`src/rtl/lsm_pkg.sv`:
```
/*
  Constants and types shared by the load switch mode controller: timing
  counts, the register map, field positions, reset values and state codes.
  Assumes a 200 MHz core clock and a 32-bit APB register bus.
*/
package lsm_pkg;

  // ==========================================================================
  // Timing
  // ==========================================================================
  localparam int unsigned CLK_MHZ           = 200;
  localparam int unsigned STBY_INTERVAL_US  = 10;
  localparam int unsigned RETRY_INTERVAL_US = 2;
  localparam int unsigned STBY_CYCLES       = STBY_INTERVAL_US * CLK_MHZ;
  localparam int unsigned RETRY_CYCLES      = RETRY_INTERVAL_US * CLK_MHZ;

  // ==========================================================================
  // Channels and register map
  // ==========================================================================
  localparam int unsigned NUM_CH       = 2;
  localparam int unsigned ADDR_W       = 8;
  localparam logic [7:0]  CTRL_OFF     = 8'h00;
  localparam logic [7:0]  STATUS_OFF   = 8'h04;
  localparam logic [7:0]  IRQ_STAT_OFF = 8'h08;
  localparam logic [7:0]  IRQ_MASK_OFF = 8'h0C;

  localparam int unsigned CTRL_LATCH_BIT = 0;
  localparam logic        CTRL_LATCH_RST = 1'h0;

  localparam int unsigned IRQ_W         = 4;
  localparam int unsigned IRQ_FAULT_BIT = 0;
  localparam int unsigned IRQ_SLEEP_BIT = 1;
  localparam int unsigned IRQ_UV_BIT    = 2;
  localparam int unsigned IRQ_RETRY_BIT = 3;
  localparam logic [3:0]  IRQ_MASK_RST  = 4'h0;

  localparam int unsigned ST_STATE_LSB = 0;
  localparam int unsigned ST_ON_LSB    = 4;
  localparam int unsigned ST_SHUT_LSB  = 8;
  localparam int unsigned ST_FLT_LSB   = 12;

  // ==========================================================================
  // Types
  // ==========================================================================
  typedef enum logic [2:0] {
    LSM_SLEEP,
    LSM_ACTIVE,
    LSM_DIAG,
    LSM_FAULT,
    LSM_STBY
  } lsm_state_t;

  typedef enum logic [1:0] {
    LSM_SNS_OFF,
    LSM_SNS_LOAD,
    LSM_SNS_FAULT
  } lsm_sense_t;

endpackage : lsm_pkg

```
`src/rtl/lsm_timer.sv`:
```
/*
  Interval timer: counts while run is high and flags expiry after LIMIT
  cycles of uninterrupted run. Dropping run restarts it from zero.
  Assumes run is synchronous to clk.
*/
`timescale 1ns/10ps
`default_nettype none

module lsm_timer #(
  parameter int unsigned LIMIT = 16
) (
  input  wire logic clk,     // Core clock.
  input  wire logic rst_b,   // Asynchronous reset, active low.
  input  wire logic run,     // Count while high, clear while low.
  output logic      expired  // High once LIMIT cycles of run have passed.
);

  localparam int unsigned CW = $clog2(LIMIT + 1);
  localparam logic [CW-1:0] LAST = CW'(LIMIT - 1);

  logic [CW-1:0] cnt_r;

  always_ff @(posedge clk or negedge rst_b) begin
    if (!rst_b) begin
      cnt_r   <= '0;
      expired <= 1'b0;
    end else if (!run) begin
      cnt_r   <= '0;
      expired <= 1'b0;
    end else if (cnt_r == LAST) begin
      expired <= 1'b1;
    end else begin
      cnt_r <= cnt_r + CW'(1);
    end
  end

endmodule : lsm_timer

`default_nettype wire

```
`src/rtl/lsm_ctrl.sv`:
```
/*
  Operating-mode controller of a dual-channel protected load switch: the
  sleep, active, diagnostic, fault and standby-delay state machine, channel
  gating with thermal shutdown and retry, fault flag and sense steering, and
  an APB register slave with a sticky interrupt status.
  Assumes all pin and front-end inputs are synchronous to core_clk.
*/
// Decided for this implementation: the placing of the registers and register access over APB.
`timescale 1ns/10ps
`default_nettype none

// Functional notes
// [RULE1] Sleep shuts all off; any enable wakes
// [RULE2] Sleep goes active on enable, else diagnostic
// [RULE3] Undervoltage forces sleep from every state
// [RULE4] Diagnostic enable enters diagnostic, off-state checks reported
// [RULE5] Flag any channel fault; sense selected only
// [RULE6] Diagnostic low: active if on, else standby
// [RULE7] Any enabled channel on means active state
// [RULE8] Active with diagnostics: sense load until fault
// [RULE9] All off in active: diagnostic or standby
// [RULE10] Fault with enables high enters fault state
// [RULE11] Thermal shutdowns and current limit are faults
// [RULE12] Retry elapsed and cooled: re-enable, leave fault
// [RULE13] Standby keeps rails, sleeps after interval
// [RULE14] Standby: enable to active, diagnostic to diagnostic
// [RULE15] Latching variant needs enable toggle after shutdown
// [RULE16] Absolute shutdown recovers only cooled and timed
// [RULE17] Two channels; interval counters are parameters
// [RULE18] Analog conditions arrive as synchronous status inputs
module lsm_ctrl
  import lsm_pkg::*;
#(
  parameter int unsigned STBY_CNT  = STBY_CYCLES,
  parameter int unsigned RETRY_CNT = RETRY_CYCLES
) (
  input  wire logic              core_clk,            // Core clock, 200 MHz.
  input  wire logic              rst_b,               // Asynchronous reset, active low.
  input  wire logic [ADDR_W-1:0] paddr,               // APB byte address.
  input  wire logic              psel,                // APB select.
  input  wire logic              penable,             // APB enable.
  input  wire logic              pwrite,              // APB direction, high for write.
  input  wire logic [31:0]       pwdata,              // APB write data.
  input  wire logic [3:0]        pstrb,               // APB write byte strobes.
  output logic [31:0]            prdata,              // APB read data.
  output logic                   pready,              // APB ready.
  output logic                   pslverr,             // APB error on unmapped access.
  input  wire logic [NUM_CH-1:0] channel_enable,      // Per-channel enable pins.
  input  wire logic              diagnostic_enable,   // Diagnostic enable pin.
  input  wire logic              channel_select,      // Channel routed to the sense output.
  input  wire logic              supply_undervoltage, // Main supply below its threshold.
  input  wire logic [NUM_CH-1:0] abs_temp_over,       // Junction above limit; see [RULE18].
  input  wire logic [NUM_CH-1:0] abs_temp_cool,       // Junction below limit minus hysteresis.
  input  wire logic [NUM_CH-1:0] rel_temp_over,       // FET-to-controller rise too high.
  input  wire logic [NUM_CH-1:0] current_limit,       // Output held at current limit.
  input  wire logic [NUM_CH-1:0] open_load,           // Off-state open load detected.
  input  wire logic [NUM_CH-1:0] short_to_supply,     // Off-state short to supply detected.
  output logic [NUM_CH-1:0]      channel_on,          // Power FET gate drive per channel.
  output logic                   rails_on,            // Internal rails powered.
  output logic                   fault_flag_n,        // Global fault flag, active low.
  output lsm_sense_t             current_sense_out,   // Sense output mode.
  output logic                   sense_channel,       // Channel shown on the sense output.
  output lsm_state_t             mode,                // Present operating state.
  output logic                   irq                  // Interrupt, active high level.
);

  // ==========================================================================
  // Declarations
  // ==========================================================================
  lsm_state_t        state_r;
  lsm_state_t        state_nxt;
  logic [NUM_CH-1:0] shut_r;
  logic [NUM_CH-1:0] abs_shut_r;
  logic [NUM_CH-1:0] ch_fault;
  logic [NUM_CH-1:0] fault_evt;
  logic [NUM_CH-1:0] thermal_evt;
  logic [NUM_CH-1:0] cooled;
  logic              diag_prev_r;
  logic              uv_prev_r;
  logic              latch_mode_r;
  logic [IRQ_W-1:0]  irq_stat_r;
  logic [IRQ_W-1:0]  irq_mask_r;
  logic [IRQ_W-1:0]  irq_evt;
  logic [IRQ_W-1:0]  irq_clr;
  logic              any_en;
  logic              diag_rise;
  logic              stby_expired;
  logic              retry_expired;
  logic              retry_fire;
  logic              diag_view;
  logic              setup;
  logic              access;
  logic [31:0]       rd_data;
  logic              rd_err;
  logic              rd_clr_r;

  assign any_en    = |channel_enable;
  assign diag_rise = diagnostic_enable && !diag_prev_r;
  assign mode      = state_r;

  // ==========================================================================
  // Per-channel fault detection
  // ==========================================================================
  for (genvar i = 0; i < NUM_CH; i++) begin : g_ch
    assign thermal_evt[i] = channel_enable[i] && (abs_temp_over[i] || rel_temp_over[i]);
    assign fault_evt[i]   = thermal_evt[i] || (channel_enable[i] && current_limit[i]); // see [RULE11]
    // A channel shut for absolute overtemperature waits for hysteresis as well.
    assign cooled[i]      = !shut_r[i] || ((!abs_shut_r[i] || abs_temp_cool[i]) && !rel_temp_over[i]); // see [RULE16]
    assign ch_fault[i]    = (state_r == LSM_DIAG) ? (open_load[i] || short_to_supply[i]) // see [RULE4]
                                                  : (shut_r[i] || fault_evt[i]);

    always_ff @(posedge core_clk or negedge rst_b) begin
      if (!rst_b) begin
        shut_r[i]     <= 1'b0;
        abs_shut_r[i] <= 1'b0;
      end else if (supply_undervoltage) begin
        shut_r[i]     <= 1'b0;
        abs_shut_r[i] <= 1'b0;
      end else if (thermal_evt[i] && !shut_r[i]) begin
        shut_r[i]     <= 1'b1; // see [RULE11]
        abs_shut_r[i] <= abs_temp_over[i];
      end else if (!channel_enable[i] || retry_fire) begin
        // Dropping the enable always releases; retry only in auto-retry mode.
        shut_r[i]     <= 1'b0; // see [RULE15]
        abs_shut_r[i] <= 1'b0;
      end
    end
  end

  // ==========================================================================
  // Interval timers
  // ==========================================================================
  lsm_timer #(
    .LIMIT (STBY_CNT)
  ) u_stby_timer (
    .clk     (core_clk),
    .rst_b   (rst_b),
    .run     (state_r == LSM_STBY), // see [RULE17]
    .expired (stby_expired)
  );

  lsm_timer #(
    .LIMIT (RETRY_CNT)
  ) u_retry_timer (
    .clk     (core_clk),
    .rst_b   (rst_b),
    .run     ((state_r == LSM_FAULT) && (|shut_r) && !latch_mode_r), // see [RULE17]
    .expired (retry_expired)
  );

  assign retry_fire = retry_expired && (&cooled) && !latch_mode_r && (state_r == LSM_FAULT); // see [RULE12]

  // ==========================================================================
  // Mode state machine
  // ==========================================================================
  always_comb begin
    state_nxt = state_r;
    if (supply_undervoltage) begin
      state_nxt = LSM_SLEEP; // see [RULE3]
    end else begin
      unique case (state_r)
        LSM_SLEEP: begin
          if (any_en) begin
            state_nxt = LSM_ACTIVE; // see [RULE2]
          end else if (diagnostic_enable) begin
            state_nxt = LSM_DIAG; // see [RULE2]
          end
        end
        LSM_ACTIVE: begin
          if (|fault_evt) begin
            state_nxt = LSM_FAULT; // see [RULE10]
          end else if (!any_en) begin
            state_nxt = diagnostic_enable ? LSM_DIAG : LSM_STBY; // see [RULE9]
          end
        end
        LSM_DIAG: begin
          if (any_en) begin
            state_nxt = LSM_ACTIVE; // see [RULE7]
          end else if (!diagnostic_enable) begin
            state_nxt = LSM_STBY; // see [RULE6]
          end
        end
        LSM_FAULT: begin
          if (!any_en) begin
            state_nxt = diagnostic_enable ? LSM_DIAG : LSM_STBY;
          end else if (!(|shut_r) && !(|fault_evt)) begin
            state_nxt = LSM_ACTIVE; // see [RULE12]
          end
        end
        LSM_STBY: begin
          if (any_en) begin
            state_nxt = LSM_ACTIVE; // see [RULE14]
          end else if (diagnostic_enable || diag_rise) begin
            state_nxt = LSM_DIAG; // see [RULE14]
          end else if (stby_expired) begin
            state_nxt = LSM_SLEEP; // see [RULE13]
          end
        end
        default: begin
          state_nxt = LSM_SLEEP;
        end
      endcase
    end
  end

  always_ff @(posedge core_clk or negedge rst_b) begin
    if (!rst_b) begin
      state_r     <= LSM_SLEEP;
      diag_prev_r <= 1'b0;
      uv_prev_r   <= 1'b0;
    end else begin
      state_r     <= state_nxt; // see [RULE4]
      diag_prev_r <= diagnostic_enable;
      uv_prev_r   <= supply_undervoltage;
    end
  end

  // ==========================================================================
  // Pin outputs
  // ==========================================================================
  assign diag_view = diagnostic_enable && (state_r inside {LSM_DIAG, LSM_ACTIVE, LSM_FAULT});

  always_ff @(posedge core_clk or negedge rst_b) begin
    if (!rst_b) begin
      channel_on <= '0;
      rails_on   <= 1'b0;
    end else begin
      // Gates follow their own enables only in the switching states.
      channel_on <= ((state_r == LSM_ACTIVE) || (state_r == LSM_FAULT)) && !supply_undervoltage
                    ? (channel_enable & ~shut_r) : '0; // see [RULE7]
      rails_on   <= (state_r != LSM_SLEEP); // see [RULE1] see [RULE13]
    end
  end

  always_ff @(posedge core_clk or negedge rst_b) begin
    if (!rst_b) begin
      fault_flag_n      <= 1'b1;
      current_sense_out <= LSM_SNS_OFF;
      sense_channel     <= 1'b0;
    end else begin
      fault_flag_n  <= !(diag_view && (|ch_fault)); // see [RULE5] see [RULE8]
      sense_channel <= channel_select;
      if (!diag_view) begin
        current_sense_out <= LSM_SNS_OFF;
      end else if (ch_fault[channel_select]) begin
        current_sense_out <= LSM_SNS_FAULT; // see [RULE5]
      end else if ((state_r != LSM_DIAG) && channel_on[channel_select]) begin
        current_sense_out <= LSM_SNS_LOAD; // see [RULE8]
      end else begin
        current_sense_out <= LSM_SNS_OFF;
      end
    end
  end

  // ==========================================================================
  // APB slave
  // ==========================================================================
  assign setup  = psel && !penable;
  assign access = psel && penable && pready;

  always_comb begin
    rd_data = 32'h0;
    rd_err  = (paddr[1:0] != 2'h0);
    unique case (paddr)
      CTRL_OFF:     rd_data[CTRL_LATCH_BIT] = latch_mode_r;
      STATUS_OFF: begin
        rd_data[ST_STATE_LSB +: 3]     = state_r;
        rd_data[ST_ON_LSB +: NUM_CH]   = channel_on;
        rd_data[ST_SHUT_LSB +: NUM_CH] = shut_r;
        rd_data[ST_FLT_LSB +: NUM_CH]  = ch_fault;
      end
      IRQ_STAT_OFF: rd_data[IRQ_W-1:0] = irq_stat_r;
      IRQ_MASK_OFF: rd_data[IRQ_W-1:0] = irq_mask_r;
      default:      rd_err = 1'b1;
    endcase
  end

  always_ff @(posedge core_clk or negedge rst_b) begin
    if (!rst_b) begin
      pready   <= 1'b0;
      pslverr  <= 1'b0;
      prdata   <= 32'h0;
      rd_clr_r <= 1'b0;
    end else begin
      pready   <= setup;
      pslverr  <= setup && rd_err;
      prdata   <= (setup && !pwrite && !rd_err) ? rd_data : 32'h0;
      rd_clr_r <= setup && !pwrite && (paddr == IRQ_STAT_OFF);
    end
  end

  always_ff @(posedge core_clk or negedge rst_b) begin
    if (!rst_b) begin
      latch_mode_r <= CTRL_LATCH_RST;
      irq_mask_r   <= IRQ_MASK_RST;
    end else if (access && pwrite && !pslverr && pstrb[0]) begin
      if (paddr == CTRL_OFF) begin
        latch_mode_r <= pwdata[CTRL_LATCH_BIT]; // see [RULE15]
      end
      if (paddr == IRQ_MASK_OFF) begin
        irq_mask_r <= pwdata[IRQ_W-1:0];
      end
    end
  end

  // ==========================================================================
  // Interrupts
  // ==========================================================================
  assign irq_evt[IRQ_FAULT_BIT] = (state_nxt == LSM_FAULT) && (state_r != LSM_FAULT);
  assign irq_evt[IRQ_SLEEP_BIT] = (state_nxt == LSM_SLEEP) && (state_r != LSM_SLEEP);
  assign irq_evt[IRQ_UV_BIT]    = supply_undervoltage && !uv_prev_r;
  assign irq_evt[IRQ_RETRY_BIT] = retry_fire;
  // Only bits that were returned by the read are cleared.
  assign irq_clr = (access && rd_clr_r) ? prdata[IRQ_W-1:0] : '0;

  always_ff @(posedge core_clk or negedge rst_b) begin
    if (!rst_b) begin
      irq_stat_r <= '0;
      irq <= 1'b0;
    end else begin
      irq_stat_r <= (irq_stat_r & ~irq_clr) | irq_evt;
      irq <= |(((irq_stat_r & ~irq_clr) | irq_evt) & irq_mask_r);
    end
  end

endmodule : lsm_ctrl

`default_nettype wire

```
`config.mk`:
```
export PLATFORM = sky130hd
export DESIGN_NAME = lsm_ctrl
export DESIGN_NICKNAME = d
export VERILOG_FILES = /design/src/rtl/lsm_pkg.sv /design/src/rtl/lsm_timer.sv /design/src/rtl/lsm_ctrl.sv
export SDC_FILE = /design/constraint.sdc
export NUM_CORES = 1
export LEC_CHECK = 0
export BUFFER_PORTS_ARGS = -buffer_cell sky130_fd_sc_hd__clkbuf_2
export CORE_MARGIN = 10
export CORE_UTILIZATION = 49
export CTS_BUF_LIST = sky130_fd_sc_hd__clkbuf_4 sky130_fd_sc_hd__clkbuf_8 sky130_fd_sc_hd__clkbuf_16
export DETAILED_ROUTE_END_ITERATION = 10
export GPL_ROUTABILITY_DRIVEN = 1
export MAX_ROUTING_LAYER = met4
export PLACE_DENSITY_LB_ADDON = 0.15
export SLEW_MARGIN = 40
export SYNTH_ARGS = -nofsm -noshare
export SYNTH_HDL_FRONTEND = slang
export SYNTH_SLANG_ARGS = --single-unit
```
`constraint.sdc`:
```
create_clock -name core_clk -period 1.7 [get_ports core_clk]
set_input_delay 0.34 -clock core_clk [delete_from_list [all_inputs] [get_ports core_clk]]
set_output_delay 0.34 -clock core_clk [all_outputs]
set_load 0.03 [all_outputs]
```
==> results.md <==
- The flow ran to the end, and the final reports show no timing, DRC or antenna violations.
- Hold is met by 0.169 ns.
- After synthesis, flip-flops and latches occupy 50.9% of the total area.
- Cells with a size suffix above 1 make up between 30% and 40% of the layout.
- STA classifies the critical path startpoint as a flop.
- TritonCTS built the clock tree.
- The highest cell delay on the worst timing path is 0.46 ns.
- The maximum achievable frequency is 621 MHz.
- The tool flagged a number of max-cap violations equal to 0.
- The number of nets with antenna violations after detailed routing is 0.
- After detailed routing, the number of remaining DRC violations is 0.
- The first detailed-routing pass ran for 4 iterations.
- Sorting the synthesized cells by area gives the leading types as sky130_fd_sc_hd__dfrtp_1, sky130_fd_sc_hd__buf_4, sky130_fd_sc_hd__nor2_1.
- 111 I/O pins were placed.
- The largest total area in the synthesized netlist belongs to sky130_fd_sc_hd__dfrtp_1.
- Among cell families on the critical path, the largest total delay comes from buffers and inverters.
- The distinct cell type count of the synthesized netlist is between 50 and 60.
- The filler cells instantiated in the layout total between 400 and 500.
- The number of placement rows is 28.
- The die outline area is 9520 um^2.
- The share of synthesized area in the top cell type comes to about half.
- Once detailed placement completed, the half-perimeter wirelength came to 4.94 mm.
- The total number of vias is between 2000 and 2500.
- In this run the static leakage power is between 1.5 and 2 nW.
- Counting every sink on the clock net gives 60.
- The number of antenna violations at the first check in global routing is 0.
- After clock tree synthesis, the clock-pin slew on the worst setup and hold paths is approximately 0.070 ns.
- The via density per instance is 5.12.
- The critical path contains buffers and inverters numbering 3 combined.
- Counting flops with an async set or reset pin after synthesis yields a share of between 90% and 100%.
- Clock latency on the worst-skew pair, taken at its later pin, is 0.34 ns.
- Setup repair after global routing left no endpoint under its margin.
- The global-route wire length before repair is around 11 mm.
- The most instantiated library cell after synthesis is sky130_fd_sc_hd__dfrtp_1.
- Counting the buffers created by CTS gives 9.
- Among the stages of the critical path, the cell type that occurs most often is sky130_fd_sc_hd__clkbuf_2.
- The number of H-tree levels is 3.
- The pre-CTS setup slack is -0.0894 ns.
- In this run, synthesis produced a sequential element count of 60.
- The overall fraction of global-route tracks in use is approximately 15%.
- Counting every instance in the synthesized netlist gives 280.
- The number of antenna cells inserted is 0.
- The worst hold path belongs to the class input port to flop.
- The worst clock skew on the final layout is 0.00974 ns.
- The signal on the critical path passes through clkbuf_2 -> buf_4 -> clkbuf_2.
- The cell area that synthesis handed to floorplanning was 2950 um^2.
- The number of enable-type register cells in the synthesized netlist is 0.
- By count the netlist is led by sky130_fd_sc_hd__dfrtp_1, sky130_fd_sc_hd__nor2_1, sky130_fd_sc_hd__buf_4.
- Dividing the detail-routed wire length by the instance count gives 14.7 um.
- The setup-violating endpoint count in the final report is 0.
- The total area inside the core boundary comes to 5890 um^2.
- In this run the tool buffered the top-level ports with 57 buffer cells.
- The area added between synthesis and finish is 23.9%.
- The initial core utilization is 50.1%.
- The number of nets at the end of the flow is ~430.
- The required arrival time at the worst endpoint is between 1 and 1.5 ns.
- The worst-case register-to-register setup slack is between 0.1 and 0.15 ns.
- The synthesized area per cell is approximately 11 um^2.
- The power per cell area is roughly 890 nW/um^2.
- For this design, the slowest cell found on the critical path is sky130_fd_sc_hd__dfrtp_2.
- The pin count of the biggest net entering global routing is 33.
- The Yosys step of the flow raised 0 warnings.
- The number of hold-slack violations in the final timing report was 0.
- The kind of end point of the critical path is an output port.
- The worst-case clock buffer depth is 2.
- The fraction of the cycle the final worst path needs is a little over nine tenths.
- In the synthesized netlist the dominant register cell turns out to be sky130_fd_sc_hd__dfrtp_1.
- The final setup slack of the worst path is 0.0892 ns.
- The count of final max-slew check failures is 0.
- The die is 97.6 um wide.
- The die is 97.6 um tall.
- For the worst setup path, the data arrival time is 1.27 ns.
- The initial detailed-routing violation count is 79.
- The buffer cell driving the clock tree root is sky130_fd_sc_hd__clkbuf_8.
- IR analysis of the VDD net gives a maximum drop of 0.448 mV.
- The leftover overflow at the end of global routing is 0.
- The congestion estimate from routability-driven global placement came to 0.807.
- Of all nets on the critical path, the largest fanout is 6.
- The type of the setup path with the least slack is flop to output port.
- The routed wire length is 6.55 mm.
- The routed design could run at a clock period as short as around 1.6 ns.
- The via count of the first global-routing pass is 2323.
==> cell usage in the layout, fill, tap and decap left out, types with 3 or more instances in the layout <==
cell type,n
sky130_fd_sc_hd__and3_1,5
sky130_fd_sc_hd__nor2_1,36
sky130_fd_sc_hd__mux2_2,7
sky130_fd_sc_hd__a211oi_1,3
sky130_fd_sc_hd__dfrtp_1,58
sky130_fd_sc_hd__o21ai_0,4
sky130_fd_sc_hd__conb_1,22
sky130_fd_sc_hd__nor3b_1,7
sky130_fd_sc_hd__or3_1,4
sky130_fd_sc_hd__a21oi_1,7
sky130_fd_sc_hd__buf_4,24
sky130_fd_sc_hd__xor2_1,10
sky130_fd_sc_hd__mux2i_1,5
sky130_fd_sc_hd__nor2b_1,8
sky130_fd_sc_hd__clkbuf_8,10
sky130_fd_sc_hd__nand3_1,7
sky130_fd_sc_hd__clkinv_2,3
sky130_fd_sc_hd__nand2b_1,4
sky130_fd_sc_hd__nand2_1,12
sky130_fd_sc_hd__clkbuf_2,58
sky130_fd_sc_hd__inv_1,6
sky130_fd_sc_hd__nor3_1,7
sky130_fd_sc_hd__xnor2_1,7
sky130_fd_sc_hd__nand4_1,7
sky130_fd_sc_hd__and2_1,7
==> area by class of cell <==
type | count | area, um^2 | share of cell area (%)
well taps | 75 | 93.8 | 2.57
multi-input cells | 203 | 1290 | 35.4
repair buffers | 85 | 520 | 14.2
clock inverters | 5 | 75.1 | 2.05
flip-flops and latches | 60 | 1500 | 41.1
clock buffers | 11 | 145 | 3.97
inverters | 6 | 22.5 | 0.616
==> metrics by stage <==
stage               util, %  setup TNS, ns  total power, mW  instance area, um^2  std cells
floorplan                 -        -0.0164             1.74                 3030        301
finish                 62.1              0             3.26                 3660        445
detailed placement     57.5         -0.359             1.84                 3380        423
CTS                    61.4              0             3.28                 3610        440
global placement       57.5         -0.150             1.84                 3380        423
global route           62.1              0             3.39                 3660        445
==> sequential cells by signal (all words and copies together), names as in the netlist <==
name and flops:
irq_mask_r 4, current_sense_out 2, rails_on 1, abs_shut_r 2, irq_stat_r 4, u_stby_timer.expired 1, sense_channel 1, pslverr 1
irq 1, prdata 10, u_stby_timer.cnt_r 11, pready 1, mode 3, u_retry_timer.cnt_r 9, latch_mode_r 1, rd_clr_r 1
shut_r 2, u_retry_timer.expired 1, channel_on 2, uv_prev_r 1, fault_flag_n 1
==> report_power, final <==
| part | internal (mW) | switching, mW | total (mW) |
|---|---|---|---|
| Sequential | 1.45 | 0.0157 | 1.47 |
| Combinational | 0.128 | 0.233 | 0.361 |
| Clock | 0.874 | 0.553 | 1.43 |
==> what timing repair did <==
item | CTS | global route
hold buffers | 1 | 0
gates resized for setup | 0 | 2
hold endpoints to repair | 11 | 0
buffers inserted | 0 | 5
setup endpoints to repair | 0 | 2
==> worst register-to-register path: cells and delay by family, from the launching register on <==
kind,cells,cell delay (ns)
AO/OA/AOI/OAI,3,0.52
flip-flops,1,0.44
AND/OR/NAND/NOR,1,0.36
buffers and inverters,1,0.19
==> metal layers <==
metal	GRT usage (%)	wire length (um)	vias up
li1	-	-	1103
met1	19.0	3090	1091
met2	19.9	2900	76
met3	5.90	468	8
met4	5.15	90	0
met5	-	0	-
==> cell families after synthesis <==
logic type,count (synthesis),share of synthesized area [%]
multiplexers,13,5.13
adder cells (fa/ha/maj),2,0.848
XOR/XNOR,17,5.05
buffers and inverters,38,8.14
other,1,0.127
AO/OA/AOI/OAI,34,8.48
flip-flops,60,50.9
AND/OR/NAND/NOR,115,21.3
==> path summary, 6_finish.rpt <==
check,from,to,cells after the start
worst max-delay path,mode[0],mode[0],3
worst min-delay path,channel_select,sense_channel,1
worst max register to register,mode[1],irq,5
worst min register to register,uv_prev_r,irq_stat_r[2],1
max in group asynchronous,rst_b,prdata[3],4
min in group asynchronous,rst_b,u_retry_timer.cnt_r[7],2
No activity file was read; power rests on OpenSTA's default activity.
